### src/common/iorsd_defines.svh
// constants for the low i/o register space decoder
`ifndef IORSD_DEFINES_SVH
`define IORSD_DEFINES_SVH
// ----------------------------------------
// address windows
// ----------------------------------------
`define IORSD_IO_LAST 6'h3F
`define IORSD_BIT_LAST 6'h1F
`define IORSD_DS_OFFSET 8'h20
`define IORSD_DS_IO_LAST 8'h5F
`define IORSD_EXT_FIRST 8'h60
// ----------------------------------------
// register i/o addresses
// ----------------------------------------
`define IORSD_A_PB_PIN 6'h03
`define IORSD_A_PB_DIR 6'h04
`define IORSD_A_PB_OUT 6'h05
`define IORSD_A_PC_PIN 6'h06
`define IORSD_A_PC_DIR 6'h07
`define IORSD_A_PC_OUT 6'h08
`define IORSD_A_PD_PIN 6'h09
`define IORSD_A_PD_DIR 6'h0A
`define IORSD_A_PD_OUT 6'h0B
`define IORSD_A_T0_FLG 6'h15
`define IORSD_A_T1_FLG 6'h16
`define IORSD_A_T2_FLG 6'h17
`define IORSD_A_EXT_FLG 6'h1C
`define IORSD_A_EXT_MSK 6'h1D
`define IORSD_A_SCR0 6'h1E
`define IORSD_A_EECTL 6'h1F
`define IORSD_A_EEDAT 6'h20
`define IORSD_A_EEAL 6'h21
`define IORSD_A_EEAH 6'h22
`define IORSD_A_PRESC 6'h23
`define IORSD_A_T0CA 6'h24
`define IORSD_A_T0CB 6'h25
`define IORSD_A_T0CNT 6'h26
`define IORSD_A_T0OCA 6'h27
`define IORSD_A_T0OCB 6'h28
`define IORSD_A_SCR1 6'h2A
// ----------------------------------------
// implemented-bit masks and reset values
// ----------------------------------------
`define IORSD_M_ALL 8'hFF
`define IORSD_M_PC 8'h7F
`define IORSD_M_T0FLG 8'h07
`define IORSD_M_T1FLG 8'h27
`define IORSD_M_T2FLG 8'h07
`define IORSD_M_EXT 8'h03
`define IORSD_M_PRESC 8'h83
`define IORSD_M_T0CA 8'hF3
`define IORSD_M_T0CB 8'h0F
`define IORSD_M_T0CB_STROBE 8'hC0
`define IORSD_M_EECTL 8'h3F
`define IORSD_RST 8'h00
`define IORSD_NREG 26
`endif

### src/common/iorsd_pkg.sv
// types for the low i/o register space decoder
package iorsd_pkg;
   typedef enum logic [2:0] {
      IORSD_OP_NONE,
      IORSD_OP_IO_RD,
      IORSD_OP_IO_WR,
      IORSD_OP_DS_RD,
      IORSD_OP_DS_WR,
      IORSD_OP_BIT_SET,
      IORSD_OP_BIT_CLR,
      IORSD_OP_BIT_TST
   } iorsd_op_t;

   typedef struct packed {
      iorsd_op_t op;
      logic [7:0] addr;
      logic [2:0] bit_idx;
      logic [7:0] wdata;
   } iorsd_req_t;

   typedef struct packed {
      logic valid;
      logic [7:0] rdata;
      logic bit_val;
      logic hit;
   } iorsd_rsp_t;

   typedef struct packed {
      logic [7:0] t0;
      logic [7:0] t1;
      logic [7:0] t2;
      logic [7:0] ext;
   } iorsd_evt_t;
endpackage : iorsd_pkg

### src/verilog/iorsd_decode.sv
// address decoder: turns a request into an i/o register index
`timescale 1ns/1ns
`include "iorsd_defines.svh"
module iorsd_decode
   import iorsd_pkg::*;
(
   input wire iorsd_pkg::iorsd_req_t req,
   output logic io_ok,
   output logic [5:0] io_addr,
   output logic is_wr,
   output logic is_rd,
   output logic is_bit
);
   import iorsd_pkg::*;
   always_comb begin
      io_ok = 1'b0;
      io_addr = req.addr[5:0];
      is_wr = 1'b0;
      is_rd = 1'b0;
      is_bit = 1'b0;
      case (req.op)
         IORSD_OP_IO_RD, IORSD_OP_IO_WR: begin
            // io opcodes carry 6 address bits; the upper two are ignored
            io_ok = 1'b1;
            is_wr = (req.op == IORSD_OP_IO_WR);
            is_rd = !is_wr;
         end
         IORSD_OP_DS_RD, IORSD_OP_DS_WR: begin
            // extended region above 0x5F is not ours; io ops never reach it
            io_ok = (req.addr >= `IORSD_DS_OFFSET) && (req.addr <= `IORSD_DS_IO_LAST);
            io_addr = 6'(req.addr - `IORSD_DS_OFFSET);
            is_wr = (req.op == IORSD_OP_DS_WR);
            is_rd = !is_wr;
         end
         IORSD_OP_BIT_SET, IORSD_OP_BIT_CLR, IORSD_OP_BIT_TST: begin
            io_ok = (req.addr[5:0] <= `IORSD_BIT_LAST);
            is_bit = 1'b1;
         end
         default: begin
            io_ok = 1'b0;
         end
      endcase
   end
endmodule : iorsd_decode

### src/verilog/iorsd_bank.sv
// low i/o register bank with io, data-space and single-bit access
// Contract
// - registers 0x00 to 0x1F accept single-bit set and clear.
// - registers 0x00 to 0x1F allow testing one bit for a skip.
// - status flags clear on a written one; a written zero keeps them.
// - bit set or clear touches only the named bit, sparing other flags.
// - io read and write use addresses 0x00 to 0x3F.
// - data-space access maps each register at its io address plus 0x20.
// - extended region 0x60 to 0xFF is not reachable by io instructions.
`timescale 1ns/1ns
`include "iorsd_defines.svh"
module iorsd_bank
   import iorsd_pkg::*;
(
   input wire logic clk_sys,
   input wire logic rst_n,
   input wire iorsd_pkg::iorsd_req_t req,
   output iorsd_pkg::iorsd_rsp_t rsp,
   input wire logic [7:0] pin_b,
   input wire logic [7:0] pin_c,
   input wire logic [7:0] pin_d,
   input wire iorsd_pkg::iorsd_evt_t evt_set,
   output logic [7:0] port_b_out,
   output logic [7:0] port_b_dir,
   output logic [7:0] port_c_out,
   output logic [7:0] port_c_dir,
   output logic [7:0] port_d_out,
   output logic [7:0] port_d_dir,
   output logic [7:0] ext_irq_mask_out,
   output iorsd_pkg::iorsd_evt_t flags_out,
   output logic [7:0] t0_strobe
);
   import iorsd_pkg::*;

   // ----------------------------------------
   // state
   // ----------------------------------------
   typedef struct packed {
      logic [`IORSD_NREG-1:0][7:0] regs;
      iorsd_rsp_t rsp;
      logic [7:0] strobe;
   } iorsd_state_t;

   iorsd_state_t st_q;
   iorsd_state_t st_d;
   logic io_ok;
   logic [5:0] io_addr;
   logic is_wr;
   logic is_rd;
   logic is_bit;

   iorsd_decode u_dec (
      .req(req),
      .io_ok(io_ok),
      .io_addr(io_addr),
      .is_wr(is_wr),
      .is_rd(is_rd),
      .is_bit(is_bit)
   );

   // ----------------------------------------
   // address table: io address, slot, writable mask, w1c
   // ----------------------------------------
   localparam logic [`IORSD_NREG-1:0][5:0] ADDR_TAB = {
      `IORSD_A_SCR1, `IORSD_A_T0OCB, `IORSD_A_T0OCA, `IORSD_A_T0CNT,
      `IORSD_A_T0CB, `IORSD_A_T0CA, `IORSD_A_PRESC, `IORSD_A_EEAH,
      `IORSD_A_EEAL, `IORSD_A_EEDAT, `IORSD_A_EECTL, `IORSD_A_SCR0,
      `IORSD_A_EXT_MSK, `IORSD_A_EXT_FLG, `IORSD_A_T2_FLG, `IORSD_A_T1_FLG,
      `IORSD_A_T0_FLG, `IORSD_A_PD_OUT, `IORSD_A_PD_DIR, `IORSD_A_PD_PIN,
      `IORSD_A_PC_OUT, `IORSD_A_PC_DIR, `IORSD_A_PC_PIN, `IORSD_A_PB_OUT,
      `IORSD_A_PB_DIR, `IORSD_A_PB_PIN};
   localparam logic [`IORSD_NREG-1:0][7:0] MASK_TAB = {
      `IORSD_M_ALL, `IORSD_M_ALL, `IORSD_M_ALL, `IORSD_M_ALL,
      `IORSD_M_T0CB, `IORSD_M_T0CA, `IORSD_M_PRESC, `IORSD_M_ALL,
      `IORSD_M_ALL, `IORSD_M_ALL, `IORSD_M_EECTL, `IORSD_M_ALL,
      `IORSD_M_EXT, `IORSD_M_EXT, `IORSD_M_T2FLG, `IORSD_M_T1FLG,
      `IORSD_M_T0FLG, `IORSD_M_ALL, `IORSD_M_ALL, `IORSD_M_ALL,
      `IORSD_M_PC, `IORSD_M_PC, `IORSD_M_PC, `IORSD_M_ALL,
      `IORSD_M_ALL, `IORSD_M_ALL};
   localparam int SLOT_PB_PIN = 0;
   localparam int SLOT_PB_DIR = 1;
   localparam int SLOT_PB_OUT = 2;
   localparam int SLOT_PC_PIN = 3;
   localparam int SLOT_PC_DIR = 4;
   localparam int SLOT_PC_OUT = 5;
   localparam int SLOT_PD_PIN = 6;
   localparam int SLOT_PD_DIR = 7;
   localparam int SLOT_PD_OUT = 8;
   localparam int SLOT_T0F = 9;
   localparam int SLOT_T1F = 10;
   localparam int SLOT_T2F = 11;
   localparam int SLOT_EXTF = 12;
   localparam int SLOT_EXTM = 13;
   localparam int SLOT_T0CB = 21;

   function automatic logic is_w1c(input int s);
      return (s >= SLOT_T0F) && (s <= SLOT_EXTF);
   endfunction : is_w1c

   function automatic logic is_ro(input int s);
      return (s == SLOT_PB_PIN) || (s == SLOT_PC_PIN) || (s == SLOT_PD_PIN);
   endfunction : is_ro

   // one-hot match of an io address against the table
   logic [`IORSD_NREG-1:0] hit_vec;
   genvar g;
   generate
      for (g = 0; g < `IORSD_NREG; g++) begin : g_hit
         assign hit_vec[g] = io_ok && (io_addr == ADDR_TAB[g]);
      end
   endgenerate

   // ----------------------------------------
   // next state
   // ----------------------------------------
   always_comb begin
      logic [7:0] cur;
      logic [7:0] bmask;
      logic [7:0] nv;
      logic [7:0] evt;
      cur = `IORSD_RST;
      bmask = 8'(1) << req.bit_idx;
      nv = `IORSD_RST;
      evt = `IORSD_RST;
      st_d = st_q;
      st_d.rsp = '0;
      st_d.strobe = `IORSD_RST;
      st_d.rsp.valid = (req.op != IORSD_OP_NONE);
      // pins are sampled every cycle
      st_d.regs[SLOT_PB_PIN] = pin_b;
      st_d.regs[SLOT_PC_PIN] = pin_c & `IORSD_M_PC;
      st_d.regs[SLOT_PD_PIN] = pin_d;
      for (int s = 0; s < `IORSD_NREG; s++) begin
         cur = st_q.regs[s];
         if (hit_vec[s]) begin
            st_d.rsp.hit = 1'b1;
            if (is_rd) begin
               st_d.rsp.rdata = cur & MASK_TAB[s];
            end
            if (is_bit) begin
               st_d.rsp.bit_val = cur[req.bit_idx] & MASK_TAB[s][req.bit_idx];
            end
            if (!is_ro(s)) begin
               nv = cur;
               if (is_wr && is_w1c(s)) begin
                  nv = cur & ~(req.wdata & MASK_TAB[s]);
               end else if (is_wr) begin
                  nv = req.wdata & MASK_TAB[s];
               end else if (req.op == IORSD_OP_BIT_SET && is_w1c(s)) begin
                  nv = cur & ~(bmask & MASK_TAB[s]);
               end else if (req.op == IORSD_OP_BIT_SET) begin
                  nv = cur | (bmask & MASK_TAB[s]);
               end else if (req.op == IORSD_OP_BIT_CLR && !is_w1c(s)) begin
                  nv = cur & ~bmask;
               end
               if ((s == SLOT_T0CB) && is_wr) begin
                  // force bits are strobes: taken from the written byte, never stored
                  st_d.strobe = req.wdata & `IORSD_M_T0CB_STROBE;
               end
               st_d.regs[s] = nv;
            end
         end
      end
      // hardware events win over a same-cycle clear
      for (int f = 0; f < 4; f++) begin
         case (f)
            0: evt = evt_set.t0;
            1: evt = evt_set.t1;
            2: evt = evt_set.t2;
            default: evt = evt_set.ext;
         endcase
         st_d.regs[SLOT_T0F + f] =
            st_d.regs[SLOT_T0F + f] | (evt & MASK_TAB[SLOT_T0F + f]);
      end
   end

   always_ff @(posedge clk_sys) begin
      if (!rst_n) begin
         st_q <= '0;
      end else begin
         st_q <= st_d;
      end
   end

   // ----------------------------------------
   // outputs
   // ----------------------------------------
   assign rsp = st_q.rsp;
   assign port_b_out = st_q.regs[SLOT_PB_OUT];
   assign port_b_dir = st_q.regs[SLOT_PB_DIR];
   assign port_c_out = st_q.regs[SLOT_PC_OUT];
   assign port_c_dir = st_q.regs[SLOT_PC_DIR];
   assign port_d_out = st_q.regs[SLOT_PD_OUT];
   assign port_d_dir = st_q.regs[SLOT_PD_DIR];
   assign ext_irq_mask_out = st_q.regs[SLOT_EXTM];
   assign flags_out.t0 = st_q.regs[SLOT_T0F];
   assign flags_out.t1 = st_q.regs[SLOT_T1F];
   assign flags_out.t2 = st_q.regs[SLOT_T2F];
   assign flags_out.ext = st_q.regs[SLOT_EXTF];
   assign t0_strobe = st_q.strobe;
endmodule : iorsd_bank

### config.mk
export PLATFORM = sky130hd
export DESIGN_NAME = iorsd_bank
export DESIGN_NICKNAME = d
export VERILOG_FILES = /design/src/common/iorsd_pkg.sv /design/src/verilog/iorsd_decode.sv /design/src/verilog/iorsd_bank.sv
export VERILOG_INCLUDE_DIRS = /design/src /design/src/common
export SDC_FILE = /design/constraint.sdc
export NUM_CORES = 1
export LEC_CHECK = 0
export BUFFER_PORTS_ARGS = -buffer_cell sky130_fd_sc_hd__buf_2
export CORE_UTILIZATION = 45
export DETAILED_ROUTE_END_ITERATION = 10
export PLACE_DENSITY_LB_ADDON = 0.25
export RECOVER_POWER = 100
export SETUP_SLACK_MARGIN = 0.1
export SLEW_MARGIN = 5
export SYNTH_ARGS = -nofsm -noshare
export SYNTH_HDL_FRONTEND = slang
export SYNTH_SLANG_ARGS = --single-unit
### constraint.sdc
create_clock -name clk_sys -period 3.4 [get_ports clk_sys]
set_input_delay 0.51 -clock clk_sys [delete_from_list [all_inputs] [get_ports clk_sys]]
set_output_delay 0.51 -clock clk_sys [all_outputs]
set_load 0.05 [all_outputs]
==> results <==
- For this run, the total global-route usage over all layers was measured as approximately 36%.
- Leaving out filler cells and counting taps, the final layout contains 1,725.
- The hold path startpoint is pin_c[1].
- The core region is 23,680 µm².
- The worst setup path is launched from an input port.
- After layout, the worst path uses approximately 93% of the clock period.
- The area growth from synthesis to layout is 10.10%.
- Counting the fill cells in the layout gives 2,402.
- The first global-routing pass estimated 65,050 µm of wire.
- In this run, the combinational gates consume 14.5% of the power.
- The worst reg-to-reg path cell count is 7.
- The number of H-tree levels is 4.
- In this run the register-to-register setup slack is 1.09 ns.
- The cell at the root of the clock tree is clkbuf_16.
- The prevailing post-synth register cell is dfxtp_1.
- By startpoint and endpoint, the worst setup path is classified as input port to flip-flop.
- The total instance count after detailed placement is 1,693.
- The number of nets in the layout is 1,473.
- The final number of max-transition violations was 0.
- The worst-margin pin slew is about 1.3 ns.
- Counting both buffers and inverters, the worst setup path holds a total of 2.
- The die footprint is 24,950 µm².
- The number of global-route vias before repair is 9,941.
- In the routed design, unresolved DRC markers number 0.
- The boundary pin count is 187.
- The count of cell instances traversed by the critical path is 8.
- After routing the design area is 12,050 µm².
- The sequential share of power is 44.5%.
- The final critical path time including I/O delays and setup is 3.176 ns.
- The overall via count from detail_route is about 11,000.
- The mapped netlist covers around 11,000 µm².
- The number of port buffers is 139.
- For this design, the slowest cell found on the critical path is a221oi_1.
- Clock tree synthesis found a total of about 190 sinks.
- The repair_antennas step left the layout with diodes totalling 0.
- During synthesis, Yosys emitted a total of 0 warnings.
- Of the cells placed in the final design, the portion with a size suffix greater than 1 is between 15 and 20%.
- The terminus of the critical flop-to-flop path is rsp[2].
- The net switching power is 1.591 mW.
- For this configuration, the core starts out at a cell density of 46.21%.
- The total power is 5.071 mW.
- Clock skew on the completed layout was measured at 0.01430 ns.
- TritonCTS created 17 clock buffers.
- After floorplanning, the core was divided into 56 placement rows.
- At the worst endpoint, the required time is 3.73 ns.
- In this run, synthesis produced a sequential element count of roughly 190.
- Clock latency on the worst-skew pair, taken at its later pin, is 0.45 ns.
- Dividing total power by cell area gives a power density of 420.9 nW/µm².
- IR analysis of the VDD net gives a maximum drop of 0.2599 mV.
- Before antenna repair, the detailed router went through 7 iterations.
- Detailed placement finished with a half-perimeter wire length of 32,940 µm.
- Cells fill 50.87% of the core in the end.
- The timing-limited maximum frequency is 0.3148 GHz.
- The number of antenna violations at the first check in global routing came to 1.
- The count of final hold-check violations came to 0.
- The die span in x is roughly 160 µm.
- The worst pin sits at a relative slew slack of 11.76%.
- For this run, asynchronously set or reset flops after synthesis account for 0%.
- Leaving out fill and tap cells, the most frequent cell in the layout is dfxtp_1.
- The type of the most critical hold path is input port to flip-flop.
- At the end of routability-driven placement, the weighted congestion stood at slightly above 1.
- The hold slack is 0.2632 ns.
- The cell count after synthesis is around 1,300.
- The post-detailed-placement cell area is 11,690 µm².
- From bottom edge to top edge, the die measures 157.9 µm.
- The critical path data arrival time is 3.51 ns.
- Setup violations remaining at the end of the flow were counted as 0.
- The via-per-instance ratio is 6.501.
- The number of different library cells in the post-synthesis netlist is between 80 and 90.
- The number of buffers between clock root and the deepest sink is 2.
- The least setup slack across all paths after layout is roughly 0.22 ns.
- The analysis attributes to cell leakage a power of 4.179 nW.
- Net switching is 31.38% of the power.
- Among cell families on the critical path, the largest total delay comes from compound AO/OA/AOI/OAI gates.
- TritonCTS built the clock tree.
- Gates resized during post-CTS repair numbered 0.
- Setup repair after global routing left no endpoint under its margin.
- The internal portion of the total power is 3.480 mW.
- The sequential fraction of the synthesis area is about a third.
- The minimum setup slack after placement is 0.1322 ns.
- The post-detailed-route wirelength per cell is 25.69 µm.
- The post-CTS setup-driven buffer insertion count is 0.
- The final antenna-violating net count is 0.
- The endpoint with the worst hold slack is st_q[44].
- Hold repair after CTS inserted 0 buffers.
- The run finished with clean final reports.
- The number of design-rule violations left by the first detailed-router iteration is 1,543.
- The aggregate routed wire length is 44,320 µm.
- Counting instances, the worst hold path has a depth of 2.
- Walking the worst path, the cells encountered are buf_2 > maj3_1 > a221oi_1 > nor4_1 > buf_4 > a222oi_1 > o22ai_1 > a31o_2.
- The number of enable-type register cells in the synthesized netlist is 0.
- The post-CTS clock slew at the launch and capture registers of the worst setup and hold paths is 0.08 ns.
- Max-cap violations in this run came to 0.
- The maximum fanout along the worst path is 23.
- In the layout the commonest cells are dfxtp_1, nor2_1, a211oi_1.
- The average footprint of a synthesized cell is 8.246 µm².
- The setup TNS is 0 ns.
- The relative contribution of the clock network to total power is 41.1%.
- The largest net degree at the start of global routing is 78.
- The delay of the slowest critical-path stage is roughly 1.1 ns.
- The worst setup path is captured at a flip-flop.
- The total overflow left after global routing is 0.
-- cell families (layout without fill, tap and decap cells) --
group           after synthesis  count (layout)  synth area share [%]
buf+inv                     236             290                 12.36
fa+ha+maj                     1               1               0.09147
mux                          43              43                 5.980
simple gates                412             412                 18.90
xor+xnor                      2               2                0.1601
other cells                   1              26               0.03427
flops                       187             187                 34.21
compound gates              445             445                 28.26
-- final cells by class --
class	instances	area, µm²	share of cell area (%)
Clock buffer	19	442.9	3.676
Clock inverter	13	151.4	1.257
Inverter	13	51.30	0.4258
Multi-Input combinational cell	929	5904	49.01
Sequential cell	187	3744	31.07
Tap cell	319	399.1	3.313
Timing Repair Buffer	245	1355	11.25
-- cell usage after synthesis (10+ instances only) --
| cell | instances | area (µm²) |
|---|---|---|
| a211oi_1 | 100 | 750.7 |
| a21oi_1 | 96 | 480.5 |
| a22oi_1 | 13 | 97.59 |
| a311oi_1 | 34 | 297.8 |
| a31oi_1 | 14 | 87.58 |
| a32oi_1 | 10 | 87.58 |
| and2_1 | 29 | 181.4 |
| and3_1 | 12 | 75.07 |
| buf_1 | 11 | 41.29 |
| buf_2 | 21 | 105.1 |
| buf_4 | 109 | 818.3 |
| clkbuf_1 | 77 | 289.0 |
| dfxtp_1 | 187 | 3744 |
| inv_1 | 11 | 41.29 |
| mux2i_1 | 17 | 170.2 |
| mux4_2 | 17 | 382.9 |
| nand2_1 | 61 | 229.0 |
| nand3_1 | 30 | 150.1 |
| nand4_1 | 16 | 100.1 |
| nor2_1 | 180 | 675.7 |
| nor2b_1 | 11 | 68.82 |
| nor3_1 | 11 | 55.05 |
| o21ai_0 | 69 | 345.3 |
-- power groups by stage --
stage	sequential (mW)	combinational (mW)	clock [mW]
CTS	2.25	0.730	2.09
detailed placement	2.30	0.728	0
finish	2.25	0.733	2.08
global placement	2.30	0.725	0
floorplan	2.29	0.503	0
global route	2.26	0.763	2.18
-- layer usage --
| metal | vias up | share of wire, % | global-route usage [%] |
|---|---|---|---|
| met1 | 5376 | 42 | 50.22 |
| met3 | 125 | 10 | 6.324 |
| met4 | 2 | 4.2 | 15.93 |
| met2 | 737 | 43 | 53.53 |
| met5 | - | 0.027 | 0 |
| li1 | 4975 | - | - |
-- worst max-delay path by stage --
stage,slack (ns),startpoint,to
3_5_place_dp,0.13,req[20],rsp[2]
4_1_cts,0.57,req[20],rsp[2]
2_1_floorplan,0.71,req[18],flip-flop
3_3_place_gp,0.04,req[19],rsp[2]
6_report,0.22,req[20],rsp[4]
5_1_grt,0.19,req[19],rsp[4]
No activity file was read; power rests on OpenSTA's default activity.
